### src/rtl/bst_map.vh
// constants for the boundary-scan test access port
`ifndef BST_MAP_VH
`define BST_MAP_VH
`define BST_IR_LEN 10
`define BST_IR_CAPTURE 10'h001
`define BST_OP_EXTEST 10'h000
`define BST_OP_SAMPLE 10'h005
`define BST_OP_IDCODE 10'h006
`define BST_OP_USERCODE 10'h007
`define BST_OP_CFG_LOAD 10'h002
`define BST_OP_CFG_START 10'h003
`define BST_OP_BYPASS 10'h3FF
`define BST_ID_LEN 32
`define BST_USER_LEN 32
`define BST_USER_FIELD 7
`define BST_USER_FIXED 25
`define BST_BSR_LEN_DEF 438
`define BST_ID_ONE_POS 0
`endif

### src/rtl/bst_sync.v
// two-flop synchroniser for signals from outside the core clock domain
module bst_sync #(
  parameter WIDTH = 1
) (
  input wire core_clk_in,
  input wire reset_n_in,
  input wire [WIDTH-1:0] async_in,
  output reg [WIDTH-1:0] sync_out
);
  reg [WIDTH-1:0] meta;

  // first stage only feeds the second stage
  always @(posedge core_clk_in or negedge reset_n_in) begin
    if (!reset_n_in) begin
      meta <= {WIDTH{1'b0}};
      sync_out <= {WIDTH{1'b0}};
    end else begin
      meta <= async_in;
      sync_out <= meta;
    end
  end
endmodule // bst_sync

### src/rtl/bst_tap.v
// boundary-scan test access port with id, user signature and config chains
`include "bst_map.vh"

module bst_tap #(
  parameter BSR_LEN = `BST_BSR_LEN_DEF,
  parameter [3:0] ID_VERSION = 4'h5, // arbitrary value
  parameter [15:0] ID_PART = 16'h4C2A, // arbitrary value
  parameter [10:0] ID_MAKER = 11'h2B3, // arbitrary value
  parameter [24:0] USER_FIXED = 25'h0A5A5A5 // arbitrary value
) (
  input wire core_clk_in,
  input wire reset_n_in,
  input wire tck_in,
  input wire tms_in,
  input wire tdi_in,
  input wire [BSR_LEN-1:0] pin_level_in,
  input wire [`BST_USER_FIELD-1:0] user_sig_in,
  input wire cfg_busy_in,
  output reg tdo_out,
  output reg tdo_oe_out,
  output reg [BSR_LEN-1:0] bsr_drive_out,
  output reg extest_active_out,
  output reg cfg_bit_out,
  output reg cfg_bit_valid_out,
  output reg cfg_start_out
);
  // one-hot controller states
  localparam [15:0] S_RESET = 16'h0001;
  localparam [15:0] S_IDLE = 16'h0002;
  localparam [15:0] S_SEL_DR = 16'h0004;
  localparam [15:0] S_CAP_DR = 16'h0008;
  localparam [15:0] S_SH_DR = 16'h0010;
  localparam [15:0] S_EX1_DR = 16'h0020;
  localparam [15:0] S_PAU_DR = 16'h0040;
  localparam [15:0] S_EX2_DR = 16'h0080;
  localparam [15:0] S_UPD_DR = 16'h0100;
  localparam [15:0] S_SEL_IR = 16'h0200;
  localparam [15:0] S_CAP_IR = 16'h0400;
  localparam [15:0] S_SH_IR = 16'h0800;
  localparam [15:0] S_EX1_IR = 16'h1000;
  localparam [15:0] S_PAU_IR = 16'h2000;
  localparam [15:0] S_EX2_IR = 16'h4000;
  localparam [15:0] S_UPD_IR = 16'h8000;
  // data register selections
  localparam [2:0] SEL_BYP = 3'h0;
  localparam [2:0] SEL_BSR = 3'h1;
  localparam [2:0] SEL_ID = 3'h2;
  localparam [2:0] SEL_USR = 3'h3;
  localparam [2:0] SEL_CFG = 3'h4;

  wire [2:0] jtag_sync;
  wire [BSR_LEN-1:0] pin_sync;
  wire tck_s = jtag_sync[2];
  wire tms_s = jtag_sync[1];
  wire tdi_s = jtag_sync[0];
  reg tck_prev;
  reg [15:0] state;
  reg [15:0] next_state;
  reg [`BST_IR_LEN-1:0] ir_shift;
  reg [`BST_IR_LEN-1:0] ir_active;
  reg byp_reg;
  reg [`BST_ID_LEN-1:0] id_shift;
  reg [`BST_USER_LEN-1:0] usr_shift;
  reg [BSR_LEN-1:0] bsr_shift;
  reg cfg_reg;
  wire tck_rise = tck_s & ~tck_prev;
  wire tck_fall = ~tck_s & tck_prev;
  wire [`BST_ID_LEN-1:0] id_value = {ID_VERSION, ID_PART, ID_MAKER, 1'b1};
  wire [`BST_USER_LEN-1:0] usr_value = {USER_FIXED, user_sig_in};
  wire [2:0] dr_sel = decode_sel(ir_active, cfg_busy_in);
  wire bsr_op = (dr_sel == SEL_BSR);

  // instruction decode; scan ops refused while configuring
  function [2:0] decode_sel;
    input [`BST_IR_LEN-1:0] op;
    input busy;
    begin
      case (op)
        `BST_OP_EXTEST: decode_sel = busy ? SEL_BYP : SEL_BSR;
        `BST_OP_SAMPLE: decode_sel = busy ? SEL_BYP : SEL_BSR;
        `BST_OP_IDCODE: decode_sel = SEL_ID;
        `BST_OP_USERCODE: decode_sel = SEL_USR;
        `BST_OP_CFG_LOAD: decode_sel = SEL_CFG;
        default: decode_sel = SEL_BYP;
      endcase
    end
  endfunction

  bst_sync #(.WIDTH(3)) u_jtag_sync (
    .core_clk_in(core_clk_in),
    .reset_n_in(reset_n_in),
    .async_in({tck_in, tms_in, tdi_in}),
    .sync_out(jtag_sync)
  );

  bst_sync #(.WIDTH(BSR_LEN)) u_pin_sync (
    .core_clk_in(core_clk_in),
    .reset_n_in(reset_n_in),
    .async_in(pin_level_in),
    .sync_out(pin_sync)
  );

  // sixteen-state controller transitions
  always @* begin
    case (state)
      S_RESET: next_state = tms_s ? S_RESET : S_IDLE;
      S_IDLE: next_state = tms_s ? S_SEL_DR : S_IDLE;
      S_SEL_DR: next_state = tms_s ? S_SEL_IR : S_CAP_DR;
      S_CAP_DR: next_state = tms_s ? S_EX1_DR : S_SH_DR;
      S_SH_DR: next_state = tms_s ? S_EX1_DR : S_SH_DR;
      S_EX1_DR: next_state = tms_s ? S_UPD_DR : S_PAU_DR;
      S_PAU_DR: next_state = tms_s ? S_EX2_DR : S_PAU_DR;
      S_EX2_DR: next_state = tms_s ? S_UPD_DR : S_SH_DR;
      S_UPD_DR: next_state = tms_s ? S_SEL_DR : S_IDLE;
      S_SEL_IR: next_state = tms_s ? S_RESET : S_CAP_IR;
      S_CAP_IR: next_state = tms_s ? S_EX1_IR : S_SH_IR;
      S_SH_IR: next_state = tms_s ? S_EX1_IR : S_SH_IR;
      S_EX1_IR: next_state = tms_s ? S_UPD_IR : S_PAU_IR;
      S_PAU_IR: next_state = tms_s ? S_EX2_IR : S_PAU_IR;
      S_EX2_IR: next_state = tms_s ? S_UPD_IR : S_SH_IR;
      S_UPD_IR: next_state = tms_s ? S_SEL_DR : S_IDLE;
      default: next_state = S_RESET;
    endcase
  end

  // rising test-clock work: state, capture, shift, update
  always @(posedge core_clk_in or negedge reset_n_in) begin
    if (!reset_n_in) begin
      tck_prev <= 1'b0;
      state <= S_RESET;
      ir_shift <= `BST_IR_CAPTURE;
      ir_active <= `BST_OP_IDCODE;
      byp_reg <= 1'b0;
      id_shift <= {`BST_ID_LEN{1'b0}};
      usr_shift <= {`BST_USER_LEN{1'b0}};
      bsr_shift <= {BSR_LEN{1'b0}};
      cfg_reg <= 1'b0;
      bsr_drive_out <= {BSR_LEN{1'b0}};
      cfg_bit_out <= 1'b0;
      cfg_bit_valid_out <= 1'b0;
      cfg_start_out <= 1'b0;
    end else begin
      tck_prev <= tck_s;
      cfg_bit_valid_out <= 1'b0;
      cfg_start_out <= 1'b0;
      if (tck_rise) begin
        state <= next_state;
        case (state)
          S_RESET: ir_active <= `BST_OP_IDCODE;
          S_CAP_IR: ir_shift <= `BST_IR_CAPTURE;
          S_SH_IR: ir_shift <= {tdi_s, ir_shift[`BST_IR_LEN-1:1]};
          S_UPD_IR: begin
            ir_active <= ir_shift;
            cfg_start_out <= (ir_shift == `BST_OP_CFG_START);
          end
          S_CAP_DR: begin
            byp_reg <= 1'b0;
            id_shift <= id_value;
            usr_shift <= usr_value;
            if (bsr_op) begin
              bsr_shift <= pin_sync;
            end
          end
          S_SH_DR: begin
            case (dr_sel)
              SEL_BSR: bsr_shift <= {tdi_s, bsr_shift[BSR_LEN-1:1]};
              SEL_ID: id_shift <= {tdi_s, id_shift[`BST_ID_LEN-1:1]};
              SEL_USR: usr_shift <= {tdi_s, usr_shift[`BST_USER_LEN-1:1]};
              SEL_CFG: begin
                cfg_reg <= tdi_s;
                cfg_bit_out <= tdi_s;
                cfg_bit_valid_out <= 1'b1;
              end
              default: byp_reg <= tdi_s;
            endcase
          end
          S_UPD_DR: begin
            if (bsr_op) begin
              bsr_drive_out <= bsr_shift;
            end
          end
          default: ir_shift <= ir_shift;
        endcase
      end
    end
  end

  // falling test-clock work: serial output and enable; pin drive mode every core clock
  always @(posedge core_clk_in or negedge reset_n_in) begin
    if (!reset_n_in) begin
      tdo_out <= 1'b0;
      tdo_oe_out <= 1'b0;
      extest_active_out <= 1'b0;
    end else begin
      extest_active_out <= (ir_active == `BST_OP_EXTEST) && !cfg_busy_in;
      if (tck_fall) begin
        tdo_oe_out <= (state == S_SH_DR) || (state == S_SH_IR);
        if (state == S_SH_IR) begin
          tdo_out <= ir_shift[0];
        end else begin
          case (dr_sel)
            SEL_BSR: tdo_out <= bsr_shift[0];
            SEL_ID: tdo_out <= id_shift[0];
            SEL_USR: tdo_out <= usr_shift[0];
            SEL_CFG: tdo_out <= cfg_reg;
            default: tdo_out <= byp_reg;
          endcase
        end
      end
    end
  end
endmodule // bst_tap

### config.mk
export PLATFORM = sky130hd
export DESIGN_NAME = bst_tap
export DESIGN_NICKNAME = d
export VERILOG_FILES = /design/src/rtl/bst_sync.v /design/src/rtl/bst_tap.v
export VERILOG_INCLUDE_DIRS = /design/src /design/src/rtl
export SDC_FILE = /design/constraint.sdc
export NUM_CORES = 2
export LEC_CHECK = 0
export BUFFER_PORTS_ARGS = -buffer_cell sky130_fd_sc_hd__buf_2
export CELL_PAD_IN_SITES_DETAIL_PLACEMENT = 1
export CELL_PAD_IN_SITES_GLOBAL_PLACEMENT = 1
export CORE_UTILIZATION = 41
export CTS_BUF_LIST = sky130_fd_sc_hd__clkbuf_8
export CTS_CLUSTER_DIAMETER = 40
export DETAILED_ROUTE_END_ITERATION = 10
export PLACE_DENSITY = 0.74
export SLEW_MARGIN = 20
export SYNTH_ARGS = -nofsm -noshare
export SYNTH_HDL_FRONTEND = slang
export SYNTH_HIERARCHICAL = 1
export SYNTH_SLANG_ARGS = --single-unit
### constraint.sdc
create_clock -name core_clk_in -period 3.2 [get_ports core_clk_in]
set_clock_uncertainty 0.05 [all_clocks]
set_input_delay 0.48 -clock core_clk_in [delete_from_list [all_inputs] [get_ports core_clk_in]]
set_output_delay 0.48 -clock core_clk_in [all_outputs]
set_load 0.01 [all_outputs]
==> flow_summary.toml <==
[run_status]
outcome = "finished, final reports clean"

[power]
vdd.ir_drop.worst_mv = 0.471
leakagePower_nw = 40.3
power_density_mw_per_mm2 = 604

[route]
dr.first_iter.drc_count = 2231
drtAntennaViolNets = 0
drc = 0
post_drt_wl_per_cell_um = 25.5
avgViaCountPerCell = 5.11
vias = 41300
wl_um = 206000
firstDrtPassIters = 5

[critical_path]
required_ps = 3970
path_buf_inv = 4
path_cells = "or4_1, buf_4, nor4_4, buf_12, buf_12, buf_12, mux2i_1, o21ai_0"
cp-start-kind = "register"
cp.arrival_ps = 3770
crit_slowest_cell = "or4_1"
end_kind = "register"
path_class = "reg2reg"
worstPathMaxFanout = 27
crit_family = "simple AND/OR/NAND/NOR gates"
crit_path_frequent_cell = "buf_12"
critical_path.max_stage_delay_ps = 560

[finish]
num-nets-final = 6259
drive_gt1_share_pct = 32.2
post-route-util_pct = 54.0
syn2layout_area_growth_pct = 30.5

[run]
cap_violations = 0

[cts]
cts.clk_slew.worst_paths_ps = 80
clk_latency_ps = 970
numClockSinks = 1866
cts-root-buf = "clkbuf_8"
htreeDepth = 5
cts_tree = "yes"
post-cts-setup-buffers = 0
clockBufferDepth = 4
cts_buffers = 332

[sta]
fmax_mhz = 334
slew_violations = 0
rsz0062_at_grt = "false"
fin_tns_setup_ps = 0
worst_slew_margin_rel_pct = 26.1
setup_violations = 0
fin_crit_sh_pct = 93.5
worstMarginPinSlew_ps = 1110
min_period_ps = 2990
final_hold_viol_count = 0

[global_route]
grt_pass1_wl_um = 311000
grt_pass1_vias = 47700
grt-ovfl-total = 0
antenna_found_initial = 33
grt_usage_pct = 26.6
grt_max_degree = 136

[synth]
yosys_most_used_dff = "dfrtp_1"
yosys_warnings = 6
netlist_top_cells_area = "dfrtp_1 (74%), mux2_2 (7.9%), mux2i_1 (7.5%), o21ai_0 (3.6%), nand2_1 (3.2%)"
synth_edf_count = 0
yosys.area.top_type = "dfrtp_1"
synth_cell_types = 57
syn_area_per_cell_um2 = 15.0
ys_async_sr_fraction_pct = 100
syn-instance-count = 4207
synth_top_area_share_pct = 73.8
syn_area_mm2 = 0.0631
synth_seq_cells = 1866
synth_fp_nets = 4658
synth_seq_area_share_pct = 74.0

[placed_design]
gp_congestion = 0.847
io_buffers = 894
dp_hpwl_um = 119000

[floorplanning]
row_count = 143
io_pins = 895
initial_core_util_pct = 41.4
die_x_um = 394
dieArea_mm2 = 0.155
core-area_mm2 = 0.152
chipHeight_um = 394

[hold_path]
min_path_type = "in2reg"
worst reg2reg max path, delay by kind of cell (launching register included):
| kind | cells | cell delay (ps) |
|---|---|---|
| and+or+nand+nor | 2 | 930 |
| DFF | 1 | 460 |
| AOI/OAI and AO/OA | 1 | 240 |
| muxes | 1 | 370 |
| buffers and inverters | 4 | 860 |
path summary, 6_finish.rpt:
| check | startpoint | to | slack, ps | cells after the start |
|---|---|---|---|---|
| setup / recovery | state[1]$_DFFE_PN0P_ | bsr_shift[13]$_DFFE_PN0P_ | 210 | 8 |
| hold / removal | pin_level_in[41] | u_pin_sync/meta[41]$_DFF_PN0_ | 80 | 2 |
| setup reg to reg | state[1]$_DFFE_PN0P_ | bsr_shift[13]$_DFFE_PN0P_ | 210 | 8 |
| hold reg to reg | u_pin_sync/meta[234]$_DFF_PN0_ | u_pin_sync/sync_out[234]$_DFF_PN0_ | 250 | 0 |
| max in group asynchronous | reset_n_in | bsr_shift[333]$_DFFE_PN0P_ | 1270 | 5 |
| min in group asynchronous | reset_n_in | u_pin_sync/sync_out[188]$_DFF_PN0_ | 570 | 3 |
logic make-up (layout without fill, tap and decap cells):
logic type / count (synthesis) / after routing / synth area share (%)
buffers and inverters: 266 / 2089 / 1.71
AO/OA/AOI/OAI: 503 / 503 / 4.22
other: 0 / 23 / 0
XOR/XNOR: 7 / 7 / 0.0972
flip-flops: 1866 / 1866 / 74.0
AND/OR/NAND/NOR: 624 / 624 / 4.06
multiplexers: 941 / 941 / 15.9
report_power, final:
| part | internal (mW) | switching (mW) |
|---|---|---|
| combinational | 0.967 | 1.16 |
| clock | 12.7 | 10.3 |
| sequential | 24.3 | 0.302 |
| total | 37.9 | 11.8 |
cell usage after synthesis, types with 10 or more instances:
cell	count
a22o_1	17
buf_2	57
clkbuf_1	161
dfrtp_1	1862
inv_1	43
mux2_1	14
mux2_2	443
mux2i_1	475
nand2_1	531
nor2_1	25
nor4_1	10
o21ai_0	454
placed cells by master, fill, tap and decap left out, types with 16 or more instances in the layout:
master / instances
mux2i_1: 475
nand2_1: 531
diode_2: 23
bufinv_16: 16
dlygate4sd3_1: 471
buf_2: 893
dfrtp_1: 1862
clkbuf_8: 405
mux2_2: 443
o21ai_0: 453
buf_4: 70
clkinv_2: 19
a22o_1: 17
buf_12: 54
inv_1: 144
nor2_1: 25
final cells by class:
type	instances	area (um2)
antenna	23	57.6
clock buffer	405	5570
clock inverter	151	1080
fill	15000	70100
inverter	43	161
multi-input combinational	2075	15400
sequential	1866	46700
tap	2030	2540
timing repair buffer	1490	10800
repair_timing:
item	CTS	global route
resized for setup	0	2
hold buffers	471	0
endpoints found under the setup margin	0	3
endpoints found under the hold margin	1012	0
per-stage QoR:
step	hold slack (ps)	setup WS (ps)	cells	power, mW	instance area [um2]
detailed placement	286	223	7032	26.6	70900
floorplan	134	558	4207	25.4	63100
finish	77.8	207	8083	49.7	82300
global route	14.9	93.8	8077	51.3	82300
CTS	3.34	190	8059	49.4	82200
global placement	281	288	7031	26.5	70800
per-layer routing:
| layer | vias to the layer above | track usage [%] | wire, um |
|---|---|---|---|
| li1 | 17500 | - | - |
| met1 | 21600 | 30.6 | 77600 |
| met2 | 1479 | 44.9 | 104000 |
| met3 | 620 | 6.11 | 11100 |
| met4 | 20 | 16.6 | 14100 |
| met5 | - | 0 | 128 |
Note: power is estimated with default switching activity, not from simulation.
